**src/pkg/slwo_consts.svh**
```systemverilog
`ifndef SLWO_CONSTS_SVH
`define SLWO_CONSTS_SVH

// ----------------------------------------
// Register indices; each register owns one aligned 32-bit word
// ----------------------------------------
`define SLWO_IDX_DRIVE       8'hb0
`define SLWO_IDX_FORCE       8'hb4
`define SLWO_IDX_L1_LOW      8'hb6
`define SLWO_IDX_L1_HIGH     8'hb7
`define SLWO_IDX_L2_LOW      8'hb8
`define SLWO_IDX_L2_HIGH     8'hb9

// ----------------------------------------
// Register byte addresses, four times the index
// ----------------------------------------
`define SLWO_ADDR_DRIVE      ({2'b00, `SLWO_IDX_DRIVE, 2'b00})
`define SLWO_ADDR_FORCE      ({2'b00, `SLWO_IDX_FORCE, 2'b00})
`define SLWO_ADDR_L1_LOW     ({2'b00, `SLWO_IDX_L1_LOW, 2'b00})
`define SLWO_ADDR_L1_HIGH    ({2'b00, `SLWO_IDX_L1_HIGH, 2'b00})
`define SLWO_ADDR_L2_LOW     ({2'b00, `SLWO_IDX_L2_LOW, 2'b00})
`define SLWO_ADDR_L2_HIGH    ({2'b00, `SLWO_IDX_L2_HIGH, 2'b00})

// ----------------------------------------
// Field positions and reset values
// ----------------------------------------
`define SLWO_BIT_FORCE1      3
`define SLWO_BIT_FORCE2      6
`define SLWO_DRIVE_MSB       3
`define SLWO_RST_BYTE        8'h00
`define SLWO_RST_DRIVE       4'h0

// ----------------------------------------
// Drive current, in mA
// ----------------------------------------
`define SLWO_MA_BASE         6'h10
`define SLWO_MA_B3           6'h10
`define SLWO_MA_B2           6'h08
`define SLWO_MA_B1           6'h04
`define SLWO_MA_B0           6'h02

`endif

```
**src/pkg/slwo_pkg.sv**
```systemverilog
package slwo_pkg;

    typedef struct packed {
        logic [9:0] first_lane_forced_word;
        logic [9:0] second_lane_forced_word;
        logic       first_lane_word_force;
        logic       second_lane_word_force;
    } slwo_force_t;

    typedef struct packed {
        logic [9:0] lane1;
        logic [9:0] lane2;
    } slwo_lanes_t;

endpackage

```
**src/hw/slwo_lane_mux.sv**
```systemverilog
`include "slwo_consts.svh"

module slwo_lane_mux (
    input  wire logic               i_clk,
    input  wire logic               i_rst,
    input  wire slwo_pkg::slwo_force_t i_force,
    input  wire slwo_pkg::slwo_lanes_t i_coded,
    output slwo_pkg::slwo_lanes_t   o_lanes
);

    slwo_pkg::slwo_lanes_t lanes_d;
    slwo_pkg::slwo_lanes_t lanes_q;

    // ----------------------------------------
    // Lane selection
    // ----------------------------------------
    always_comb begin
        lanes_d.lane1 = i_force.first_lane_word_force ?
            i_force.first_lane_forced_word : i_coded.lane1;
        lanes_d.lane2 = i_force.second_lane_word_force ?
            i_force.second_lane_forced_word : i_coded.lane2;
    end

    // Registered so the serializer sees a glitch-free word
    always_ff @(posedge i_clk) begin
        if (i_rst) begin
            lanes_q <= '0;
        end else begin
            lanes_q <= lanes_d;
        end
    end

    assign o_lanes = lanes_q;

    property p_lane1_path;
        @(posedge i_clk) disable iff (i_rst)
        1 |=> o_lanes.lane1 == ($past(i_force.first_lane_word_force) ?
            $past(i_force.first_lane_forced_word) : $past(i_coded.lane1));
    endproperty
    a_lane1_path: assert property (p_lane1_path)
        else $error("lane 1 output mismatch");

    property p_lane2_path;
        @(posedge i_clk) disable iff (i_rst)
        1 |=> o_lanes.lane2 == ($past(i_force.second_lane_word_force) ?
            $past(i_force.second_lane_forced_word) : $past(i_coded.lane2));
    endproperty
    a_lane2_path: assert property (p_lane2_path)
        else $error("lane 2 output mismatch");

    property p_pass_through;
        @(posedge i_clk) disable iff (i_rst)
        !i_force.first_lane_word_force && !i_force.second_lane_word_force
        |=> o_lanes == $past(i_coded);
    endproperty
    a_pass_through: assert property (p_pass_through)
        else $error("coder output not passed unchanged");

endmodule

```
**src/hw/slwo_top.sv**
```systemverilog
// Our own choice: register access over APB.
`include "slwo_consts.svh"

// Behaviour
// - Drive current field resets to zero; 16 mA +16*b3 -8*b2 -4*b1 -2*b0.
// - Lane 1 force bit set sends programmed lane 1 word, not coder MSB.
// - Lane 1 word is first byte bits 7:0 then second byte bits 7:6.
// - Lane 2 force bit set sends programmed lane 2 word, not coder LSB.
// - Lane 2 word is first byte bits 7:4 then second byte bits 7:2.
module slwo_top (
    input  wire logic               i_clk,
    input  wire logic               i_rst,
    input  wire logic               i_psel,
    input  wire logic               i_penable,
    input  wire logic               i_pwrite,
    input  wire logic [11:0]        i_paddr,
    input  wire logic [31:0]        i_pwdata,
    input  wire logic [3:0]         i_pstrb,
    output logic      [31:0]        o_prdata,
    output logic                    o_pready,
    output logic                    o_pslverr,
    input  wire logic [9:0]         i_coded_lane1,
    input  wire logic [9:0]         i_coded_lane2,
    output logic      [9:0]         o_lane1,
    output logic      [9:0]         o_lane2,
    output logic      [3:0]         o_line_drive_current_sel,
    output logic      [5:0]         o_drive_current_ma
);

    // ----------------------------------------
    // Register storage
    // ----------------------------------------
    logic [7:0]            drive_q;
    logic [7:0]            force_q;
    logic [7:0]            l1_low_q;
    logic [7:0]            l1_high_q;
    logic [7:0]            l2_low_q;
    logic [7:0]            l2_high_q;
    logic [31:0]           rdata_d;
    logic [31:0]           rdata_q;
    logic                  hit_d;
    logic                  err_q;
    logic                  wr_en;
    logic                  acc;
    logic [5:0]            ma_d;
    logic [5:0]            ma_q;
    slwo_pkg::slwo_force_t force_cfg;
    slwo_pkg::slwo_lanes_t coded;
    slwo_pkg::slwo_lanes_t lanes;

    // ----------------------------------------
    // APB access
    // ----------------------------------------
    // Zero-wait slave: every access completes in its first access cycle
    assign acc      = i_psel && i_penable;
    assign wr_en    = acc && i_pwrite && i_pstrb[0];
    assign o_pready = 1'b1;

    always_comb begin
        hit_d   = 1'b1;
        rdata_d = 32'h0000_0000;
        unique case (i_paddr)
            `SLWO_ADDR_DRIVE:   rdata_d[7:0] = drive_q;
            `SLWO_ADDR_FORCE:   rdata_d[7:0] = force_q;
            `SLWO_ADDR_L1_LOW:  rdata_d[7:0] = l1_low_q;
            `SLWO_ADDR_L1_HIGH: rdata_d[7:0] = l1_high_q;
            `SLWO_ADDR_L2_LOW:  rdata_d[7:0] = l2_low_q;
            `SLWO_ADDR_L2_HIGH: rdata_d[7:0] = l2_high_q;
            default:            hit_d = 1'b0;
        endcase
    end

    // Read data registered at setup so it stands through the access phase
    always_ff @(posedge i_clk) begin
        if (i_rst) begin
            rdata_q <= 32'h0000_0000;
            err_q   <= 1'b0;
        end else if (i_psel && !i_penable) begin
            rdata_q <= rdata_d;
            err_q   <= !hit_d;
        end
    end

    assign o_prdata  = rdata_q;
    assign o_pslverr = acc && err_q;

    // Byte writes land in lane 0 only; upper lanes have nothing behind them
    always_ff @(posedge i_clk) begin
        if (i_rst) begin
            drive_q   <= `SLWO_RST_BYTE;
            force_q   <= `SLWO_RST_BYTE;
            l1_low_q  <= `SLWO_RST_BYTE;
            l1_high_q <= `SLWO_RST_BYTE;
            l2_low_q  <= `SLWO_RST_BYTE;
            l2_high_q <= `SLWO_RST_BYTE;
        end else if (wr_en) begin
            unique case (i_paddr)
                `SLWO_ADDR_DRIVE:   drive_q   <= i_pwdata[7:0];
                `SLWO_ADDR_FORCE:   force_q   <= i_pwdata[7:0];
                `SLWO_ADDR_L1_LOW:  l1_low_q  <= i_pwdata[7:0];
                `SLWO_ADDR_L1_HIGH: l1_high_q <= i_pwdata[7:0];
                `SLWO_ADDR_L2_LOW:  l2_low_q  <= i_pwdata[7:0];
                `SLWO_ADDR_L2_HIGH: l2_high_q <= i_pwdata[7:0];
                default: ;
            endcase
        end
    end

    // ----------------------------------------
    // Line driver current
    // ----------------------------------------
    assign o_line_drive_current_sel = drive_q[`SLWO_DRIVE_MSB:0];

    always_comb begin
        ma_d = `SLWO_MA_BASE;
        if (drive_q[3]) ma_d = ma_d + `SLWO_MA_B3;
        if (drive_q[2]) ma_d = ma_d - `SLWO_MA_B2;
        if (drive_q[1]) ma_d = ma_d - `SLWO_MA_B1;
        if (drive_q[0]) ma_d = ma_d - `SLWO_MA_B0;
    end

    always_ff @(posedge i_clk) begin
        if (i_rst) begin
            ma_q <= `SLWO_MA_BASE;
        end else begin
            ma_q <= ma_d;
        end
    end

    assign o_drive_current_ma = ma_q;

    // ----------------------------------------
    // Override words
    // ----------------------------------------
    // Lower address carries the upper bits of each word
    assign force_cfg.first_lane_forced_word =
        {l1_low_q, l1_high_q[7:6]};
    assign force_cfg.second_lane_forced_word =
        {l2_low_q[7:4], l2_high_q[7:2]};
    assign force_cfg.first_lane_word_force  = force_q[`SLWO_BIT_FORCE1];
    assign force_cfg.second_lane_word_force = force_q[`SLWO_BIT_FORCE2];
    assign coded.lane1 = i_coded_lane1;
    assign coded.lane2 = i_coded_lane2;

    slwo_lane_mux u_mux (
        .i_clk   (i_clk),
        .i_rst   (i_rst),
        .i_force (force_cfg),
        .i_coded (coded),
        .o_lanes (lanes)
    );

    assign o_lane1 = lanes.lane1;
    assign o_lane2 = lanes.lane2;

    // ----------------------------------------
    // Checks
    // ----------------------------------------
    property p_drive_reset;
        @(posedge i_clk)
        i_rst |=> o_line_drive_current_sel == `SLWO_RST_DRIVE
            && o_drive_current_ma == `SLWO_MA_BASE;
    endproperty
    a_drive_reset: assert property (p_drive_reset)
        else $error("drive current not 16 mA after reset");

    property p_drive_ma;
        @(posedge i_clk) disable iff (i_rst)
        1 |=> o_drive_current_ma ==
            6'(16 + 16 * $past(drive_q[3]) - 8 * $past(drive_q[2])
               - 4 * $past(drive_q[1]) - 2 * $past(drive_q[0]));
    endproperty
    a_drive_ma: assert property (p_drive_ma)
        else $error("drive current formula wrong");

    property p_l1_word;
        @(posedge i_clk) disable iff (i_rst)
        force_q[3] ##1 force_q[3] |->
            o_lane1 == {$past(l1_low_q), $past(l1_high_q[7:6])};
    endproperty
    a_l1_word: assert property (p_l1_word)
        else $error("lane 1 forced word assembly wrong");

    property p_l2_word;
        @(posedge i_clk) disable iff (i_rst)
        force_q[6] ##1 force_q[6] |->
            o_lane2 == {$past(l2_low_q[7:4]), $past(l2_high_q[7:2])};
    endproperty
    a_l2_word: assert property (p_l2_word)
        else $error("lane 2 forced word assembly wrong");

    property p_force_write;
        @(posedge i_clk) disable iff (i_rst)
        wr_en && i_paddr == `SLWO_ADDR_FORCE && i_pwdata[3]
        |=> ##1 o_lane1 == {$past(l1_low_q), $past(l1_high_q[7:6])};
    endproperty
    a_force_write: assert property (p_force_write)
        else $error("lane 1 force not applied two cycles after write");

    property p_l2_release;
        @(posedge i_clk) disable iff (i_rst)
        !force_q[6] |=> o_lane2 == $past(i_coded_lane2);
    endproperty
    a_l2_release: assert property (p_l2_release)
        else $error("lane 2 not passing coder output");

    property p_l1_release;
        @(posedge i_clk) disable iff (i_rst)
        !force_q[3] |=> o_lane1 == $past(i_coded_lane1);
    endproperty
    a_l1_release: assert property (p_l1_release)
        else $error("lane 1 not passing coder output");

    // ----------------------------------------
    // Register write checks
    // ----------------------------------------
    property p_drive_sel_write;
        @(posedge i_clk) disable iff (i_rst)
        wr_en && i_paddr == `SLWO_ADDR_DRIVE
        |=> o_line_drive_current_sel == $past(i_pwdata[`SLWO_DRIVE_MSB:0]);
    endproperty
    a_drive_sel_write: assert property (p_drive_sel_write)
        else $error("drive current select not written");

    property p_drive_range;
        @(posedge i_clk) disable iff (i_rst)
        o_drive_current_ma >= `SLWO_MA_B0
            && o_drive_current_ma <= `SLWO_MA_BASE + `SLWO_MA_B3;
    endproperty
    a_drive_range: assert property (p_drive_range)
        else $error("drive current outside 2 to 32 mA");

    property p_drive_hold;
        @(posedge i_clk) disable iff (i_rst)
        !(wr_en && i_paddr == `SLWO_ADDR_DRIVE)
        |=> $stable(o_line_drive_current_sel);
    endproperty
    a_drive_hold: assert property (p_drive_hold)
        else $error("drive current select changed without a write");

    property p_force_bits;
        @(posedge i_clk) disable iff (i_rst)
        wr_en && i_paddr == `SLWO_ADDR_FORCE |=>
            force_cfg.first_lane_word_force ==
                $past(i_pwdata[`SLWO_BIT_FORCE1])
            && force_cfg.second_lane_word_force ==
                $past(i_pwdata[`SLWO_BIT_FORCE2]);
    endproperty
    a_force_bits: assert property (p_force_bits)
        else $error("lane force bits not taken from the write");

    property p_force2_write;
        @(posedge i_clk) disable iff (i_rst)
        wr_en && i_paddr == `SLWO_ADDR_FORCE && i_pwdata[`SLWO_BIT_FORCE2]
        |=> ##1 o_lane2 == {$past(l2_low_q[7:4]), $past(l2_high_q[7:2])};
    endproperty
    a_force2_write: assert property (p_force2_write)
        else $error("lane 2 force not applied two cycles after write");

    property p_l1_low_write;
        @(posedge i_clk) disable iff (i_rst)
        wr_en && i_paddr == `SLWO_ADDR_L1_LOW
        |=> force_cfg.first_lane_forced_word[9:2] == $past(i_pwdata[7:0]);
    endproperty
    a_l1_low_write: assert property (p_l1_low_write)
        else $error("lane 1 word upper bits not written");

    property p_l1_high_write;
        @(posedge i_clk) disable iff (i_rst)
        wr_en && i_paddr == `SLWO_ADDR_L1_HIGH
        |=> force_cfg.first_lane_forced_word[1:0] == $past(i_pwdata[7:6]);
    endproperty
    a_l1_high_write: assert property (p_l1_high_write)
        else $error("lane 1 word lower bits not written");

    property p_l1_hold;
        @(posedge i_clk) disable iff (i_rst)
        !(wr_en && (i_paddr == `SLWO_ADDR_L1_LOW
                    || i_paddr == `SLWO_ADDR_L1_HIGH))
        |=> $stable(force_cfg.first_lane_forced_word);
    endproperty
    a_l1_hold: assert property (p_l1_hold)
        else $error("lane 1 word changed without a write");

    property p_l2_low_write;
        @(posedge i_clk) disable iff (i_rst)
        wr_en && i_paddr == `SLWO_ADDR_L2_LOW
        |=> force_cfg.second_lane_forced_word[9:6] == $past(i_pwdata[7:4]);
    endproperty
    a_l2_low_write: assert property (p_l2_low_write)
        else $error("lane 2 word upper bits not written");

    property p_l2_high_write;
        @(posedge i_clk) disable iff (i_rst)
        wr_en && i_paddr == `SLWO_ADDR_L2_HIGH
        |=> force_cfg.second_lane_forced_word[5:0] == $past(i_pwdata[7:2]);
    endproperty
    a_l2_high_write: assert property (p_l2_high_write)
        else $error("lane 2 word lower bits not written");

    property p_l2_hold;
        @(posedge i_clk) disable iff (i_rst)
        !(wr_en && (i_paddr == `SLWO_ADDR_L2_LOW
                    || i_paddr == `SLWO_ADDR_L2_HIGH))
        |=> $stable(force_cfg.second_lane_forced_word);
    endproperty
    a_l2_hold: assert property (p_l2_hold)
        else $error("lane 2 word changed without a write");

endmodule

```
**config.mk**
```make
export PLATFORM = sky130hd
export DESIGN_NAME = slwo_top
export DESIGN_NICKNAME = d
export VERILOG_FILES = /design/src/pkg/slwo_pkg.sv /design/src/hw/slwo_lane_mux.sv /design/src/hw/slwo_top.sv
export VERILOG_INCLUDE_DIRS = /design/src /design/src/pkg
export SDC_FILE = /design/constraint.sdc
export NUM_CORES = 1
export LEC_CHECK = 0
export ABC_AREA = 1
export BUFFER_PORTS_ARGS = -buffer_cell sky130_fd_sc_hd__buf_2
export CAP_MARGIN = 30
export CELL_PAD_IN_SITES_DETAIL_PLACEMENT = 1
export CELL_PAD_IN_SITES_GLOBAL_PLACEMENT = 1
export CORE_MARGIN = 5
export CORE_UTILIZATION = 32
export DETAILED_ROUTE_END_ITERATION = 16
export GPL_TIMING_DRIVEN = 0
export PLACE_DENSITY = 0.76
export SKIP_CTS_REPAIR_TIMING = 1
export SLEW_MARGIN = 20
export SYNTH_ARGS = -nofsm -noshare
export SYNTH_HDL_FRONTEND = slang
export SYNTH_HIERARCHICAL = 1
export SYNTH_SLANG_ARGS = --single-unit
export TNS_END_PERCENT = 30
```
**constraint.sdc**
```tcl
create_clock -name i_clk -period 1.2 [get_ports i_clk]
set_clock_uncertainty 0.05 [all_clocks]
set_input_delay 0.06 -clock i_clk [delete_from_list [all_inputs] [get_ports i_clk]]
set_output_delay 0.06 -clock i_clk [all_outputs]
set_load 0.01 [all_outputs]
```
# Word-level counts from Yosys, hierarchy flattened

Index checks and enable logic that the tools add are counted.

Flip-flop bits (word level): 83
Bits in latches: 0
RAM bits: 0
ROM bits: 0
Bits of input ports: 73
Output and inout bits: 64
Word-level logic and storage cells: 42
Memories kept: 0

$add $sub $neg: 3
Multipliers: 0
Div/mod/pow operators: 0
Order comparisons: 0
Equality and inequality tests: 6
Shifts and indexed selects: 0
Multiplexer cells: 8
Bitwise gates (word level): 0
Reduce and logical (&&, ||, !) cells: 14

Operators by type and width:

| kind                                                                     | count |
|---|---|
| 12-bit by 10-bit equality test with 1-bit output (second input constant) | 6 |
| 8-bit case mux with 6 select lines                                       | 1 |
| 6-bit two-way mux                                                        | 4 |
| 10-bit two-way mux                                                       | 2 |
| 2-bit AND reduction                                                      | 6 |
| 6-bit OR reduction                                                       | 1 |
| 6-bit by 2-bit subtractor with 6-bit output (second input constant)      | 1 |
| 6-bit by 3-bit subtractor with 6-bit output (second input constant)      | 1 |
| 6-bit by 4-bit subtractor with 6-bit output (second input constant)      | 1 |
| 1-bit logical AND                                                        | 5 |
| 1-bit zero test                                                          | 2 |
| 1-bit two-way mux                                                        | 1 |

# Depth between registers and ports, before layout

Depth after elaboration: 7
Depth in mapped cells: 9
Mapped depth without buffers: 9

# Cells and area by module

The synthesis kept the hierarchy.

Modules (own cells, without submodules):

| module        | times used | cells each | area an instance (µm²) | sequential area each (µm²) |
|---|---|---|---|---|
| slwo_top      | 1          | 443        | 3231.8                 | 1241.2 |
| slwo_lane_mux | 1          | 127        | 832.0                  | 400.4 |

# Least setup slack after synthesis

Ideal clock, no wire load.

Kind: register to register
Start: reg drive_q[1]
End: reg ma_q[5] (netlist: o_drive_current_ma[5])
Setup time: 0.091 ns
Data arrival time: 1.117 ns
Data required time: 1.059 ns
Setup slack: -0.058 ns
Cell stages (with the launch flop): 6
Path buffers: 0
Clock period less this slack: 1.258 ns
Cell sequence: dfxtp_1 inv_1 ha_1 nor2_1 a22oi_1 a311oi_1

Word-level cells in the longest chain between the ends: 3

Ends and longest elaborated chain:

| element                                               | line            | text |
|---|---|---|
| start: declaration                                    | slwo_top.sv:33  | `logic [7:0] drive_q;` |
| start signal: assignment                              | slwo_top.sv:90  | `` drive_q <= `SLWO_RST_BYTE; `` |
| start signal: assignment                              | slwo_top.sv:98  | `` `SLWO_ADDR_DRIVE: drive_q <= i_pwdata[7:0]; `` |
| 6-bit two-way mux *                                   | slwo_top.sv:118 | `` if (drive_q[1]) ma_d = ma_d - `SLWO_MA_B1; `` |
| 6-bit by 2-bit subtractor with 6-bit output (no line) | --              |  |
| 6-bit two-way mux *                                   | slwo_top.sv:119 | `` if (drive_q[0]) ma_d = ma_d - `SLWO_MA_B0; `` |
| end signal: assignment                                | slwo_top.sv:124 | `` ma_q <= `SLWO_MA_BASE; `` |
| end signal: assignment                                | slwo_top.sv:126 | `ma_q <= ma_d;` |
| end: declaration                                      | slwo_top.sv:46  | `logic [5:0] ma_q;` |

Every way passes the cells marked *; elsewhere a longest branch is shown, timed or not.
A chain may end at the register's enable or synchronous reset.

# Worst setup path after layout

Start: reg drive_q[2]
End: reg ma_q[4] (netlist: o_drive_current_ma[4])

Word-level cells in the longest chain between the ends: 5

Ends and longest elaborated chain:

| element                                               | line            | text |
|---|---|---|
| 6-bit two-way mux *                                   | slwo_top.sv:117 | `` if (drive_q[2]) ma_d = ma_d - `SLWO_MA_B2; `` |
| 6-bit by 3-bit subtractor with 6-bit output (no line) | --              |  |
| 6-bit two-way mux *                                   | slwo_top.sv:118 |  |
| 6-bit by 2-bit subtractor with 6-bit output (no line) | --              |  |
| 6-bit two-way mux *                                   | slwo_top.sv:119 |  |

Marked as above.

==> impl_results.md <==
- Status: complete, but fails checks
- Failing checks: negative setup slack
- RSZ-0062 raised after global routing: yes
- Chip width: 123 um
- Worst Setup SP: drive_q[2]
- Top_reg_cell synth: dfxtp_1
- Seq pwr share: between 40 and 50%
- Pre-antenna DRT Iters: 4
- Later-pin clock latency in the skew report: 0.34 ns
- Htree depth: 3
- Setup ws final: -0.0846 ns
- Post-Syn Area: between 4000 and 5000 um2
- Iteration-0 DRC Markers: about 240
- Syn_area_per_cell: about 7.1 um2
- Die height: between 100 and 150 um
- Max-cap violation count: 0
- Register area share after synthesis: around two fifths
- Slew Viols, Final: 0
- Final Cell Area: 5410 um2
- Area leader, netlist: dfxtp_1
- Detailed Route WL: between 10 and 15 mm
- R2r endpoint: o_drive_current_ma[4]
- Crit path time final: about 1.3 ns
- Pwr per Cell Area: 1150 nW/um2
- Global-route wire length before repair: roughly 20 mm
- Finished Core Util: a little over two fifths
- FFs w/ async S/R, synth: 0%
- Worst-path clk slew: 0.06 ns
- Reg2reg path depth: 5
- Sink Count: slightly above 80
- Hold Fails Final Rpt: 0
- Synth area leaders: dfxtp_1, nor2_1, nand2_1
- Clock Tree Root: clkbuf_16
- Reg area: 1650 um2
- R2R setup slack: -0.08 ns
- Clk network pwr share: between 40% and 50%
- Row count: 41
- Fill cells: roughly 1700
- Fraction of layout cells with a size suffix above 1: a little over a quarter
- Ant. Diodes: 0
- Area growth syn-to-layout: 33.2%
- Most common cell in the netlist: nor2_1
- Reg-to-Reg Start: drive_q[2]
- Syn. warnings: 6
- CP Max Fanout: 4
- Number of global-route vias before repair: between 4000 and 5000
- Post-synth cell types: 33
- Residual DRC count: 0
- Crit end category: register
- # IOs: 137
- WL per Instance: between 10 and 15 um
- Final #Nets: roughly 790
- Tot GR Track Use: between 15 and 20%
- Routed Antenna Nets: 0
- Max IR drop VDD: 0.769 mV
- Placement Setup Slack: -0.346 ns
- Leak: ~2.5 nW
- Hold Path Class: in -> reg
- Synth top area share: 40.4%
- Switching Share: a little under a quarter
- Worst EP arrival: ~1.4 ns
- EDFF count, synth: 0
- GRT Residual Overflow: 0
- Power Internal: 4.75 mW
- #FFs+latches synth: between 80 and 90
- Critical Path RT: about 1.4 ns
- Final period utilization: 107%
- CTS Buf Count: 9
- Largest net degree at the start of global routing: 14
- Logic pwr share: between 10% and 20%
- Startpoint types: register
- Via density: 4.47
- Multi-input gate area: 1900 um2
- Final setup vio count: 1
- CTS max path bufs: 2
- Dpl cell area: ~4800 um2
- Initial Util: between 30% and 40%
- Vias: 3985
- Critical path class: reg -> reg
- CORE AREA: 12500 um2
- Die area: 15100 um2
- Max Fclk: between 700 and 800 MHz
- Critical path endpoint: o_drive_current_ma[4]
- Port bufs: 83
- CTS tree: yes
- GPL Wtd Cong: 0.864
- Switching power: 1.47 mW
- Synthesized instance count: 570
- Detailed placement HPWL: 9.65 mm
- Initial antenna violation count: 0
- Post-synth top cells: nor2_1, dfxtp_1, nand2_1, inv_1, o21ai_0
[final cells by class]
cell class / count / share of cell area (%)
timing repair buffer: 109 / 12.2
buffer: 53 / 7.49
clock buffer: 11 / 4.67
clock inverter: 5 / 0.971
multi-input combinational: 389 / 35.1
inverter: 70 / 5.08
sequential: 82 / 30.5
tap: 172 / 3.98
[cell usage in the layout (no fill, tap or decap), types with 8 or more instances in the layout]
| cell type | n |
|---|---|
| a21oi_1 | 43 |
| buf_2 | 86 |
| buf_4 | 40 |
| buf_6 | 8 |
| clkbuf_16 | 9 |
| conb_1 | 26 |
| dfxtp_1 | 78 |
| dlygate4sd3_1 | 21 |
| inv_1 | 65 |
| nand2_1 | 81 |
| nand3_1 | 34 |
| nand4_1 | 10 |
| nor2_1 | 105 |
| nor2_2 | 8 |
| o21ai_0 | 54 |
[worst min-delay path by stage]
stage	start	endpoint	slack, ns	depth (start not counted)
global route	i_pwdata[1]	l1_low_q[1]	0.03	3
floorplan	i_rst	err_q	0.08	1
finish	i_pwdata[3]	l1_low_q[3]	0.02	3
CTS	i_coded_lane1[7]	u_mux/o_lanes[17]	-0.12	3
detailed placement	i_coded_lane1[7]	u_mux/o_lanes[17]	0.23	3
global placement	i_coded_lane1[5]	u_mux/o_lanes[15]	0.23	3
[routing by layer]
layer	share of wire, %	track usage [%]
met3	4.7	2.40
met2	49	29.2
met1	45	21.2
met5	0	0
met4	1.1	5.95
[registers in the layout, summed over array words and instances (netlist names)]
| register | cells |
|---|---|
| u_mux/o_lanes | 20 |
| l2_low_q | 8 |
| l2_high_q | 8 |
| l1_low_q | 8 |
| err_q | 1 |
| o_prdata | 8 |
| drive_q | 8 |
| l1_high_q | 8 |
| o_drive_current_ma | 5 |
| force_q | 8 |
[per-stage QoR]
stage / TNS, ns / cells / hold slack, ns / power (mW)
2_1_floorplan: 0 / 594 / 0.0791 / 3.18
3_3_place_gp: -8.63 / 849 / 0.230 / 3.39
3_5_place_dp: -11.33 / 849 / 0.234 / 3.41
4_1_cts: -0.298 / 865 / -0.119 / 6.22
5_1_grt: -0.262 / 891 / 0.0319 / 6.46
6_report: -0.0846 / 891 / 0.0228 / 6.22
[cell families (layout without fill, tap and decap cells)]
logic type | count (synthesis) | count (layout) | synth area share, %
AO/OA/AOI/OAI | 103 | 103 | 13.0
XOR/XNOR | 1 | 1 | 0.216
AND/OR/NAND/NOR | 257 | 257 | 29.1
adder cells (fa/ha/maj) | 2 | 2 | 0.616
other | 2 | 26 | 0.185
buffers and inverters | 123 | 248 | 16.5
flip-flops | 82 | 82 | 40.4
[worst max-delay path, cell delays in order (launching register included)]
cell and delay (ns):
dfxtp_4 0.37, inv_6 0.05, ha_4 0.28, xor2_2 0.17, a21oi_1 0.06, nand3b_1 0.16
[power groups by stage]
stage | Clock, mW | Sequential (mW) | Combinational [mW]
floorplan | 0 | 2.88 | 0.301
global placement | 0 | 2.85 | 0.540
detailed placement | 0 | 2.85 | 0.554
CTS | 2.87 | 2.79 | 0.556
global route | 2.98 | 2.80 | 0.689
finish | 2.81 | 2.79 | 0.620
Note: power is estimated with default switching activity, not from simulation.
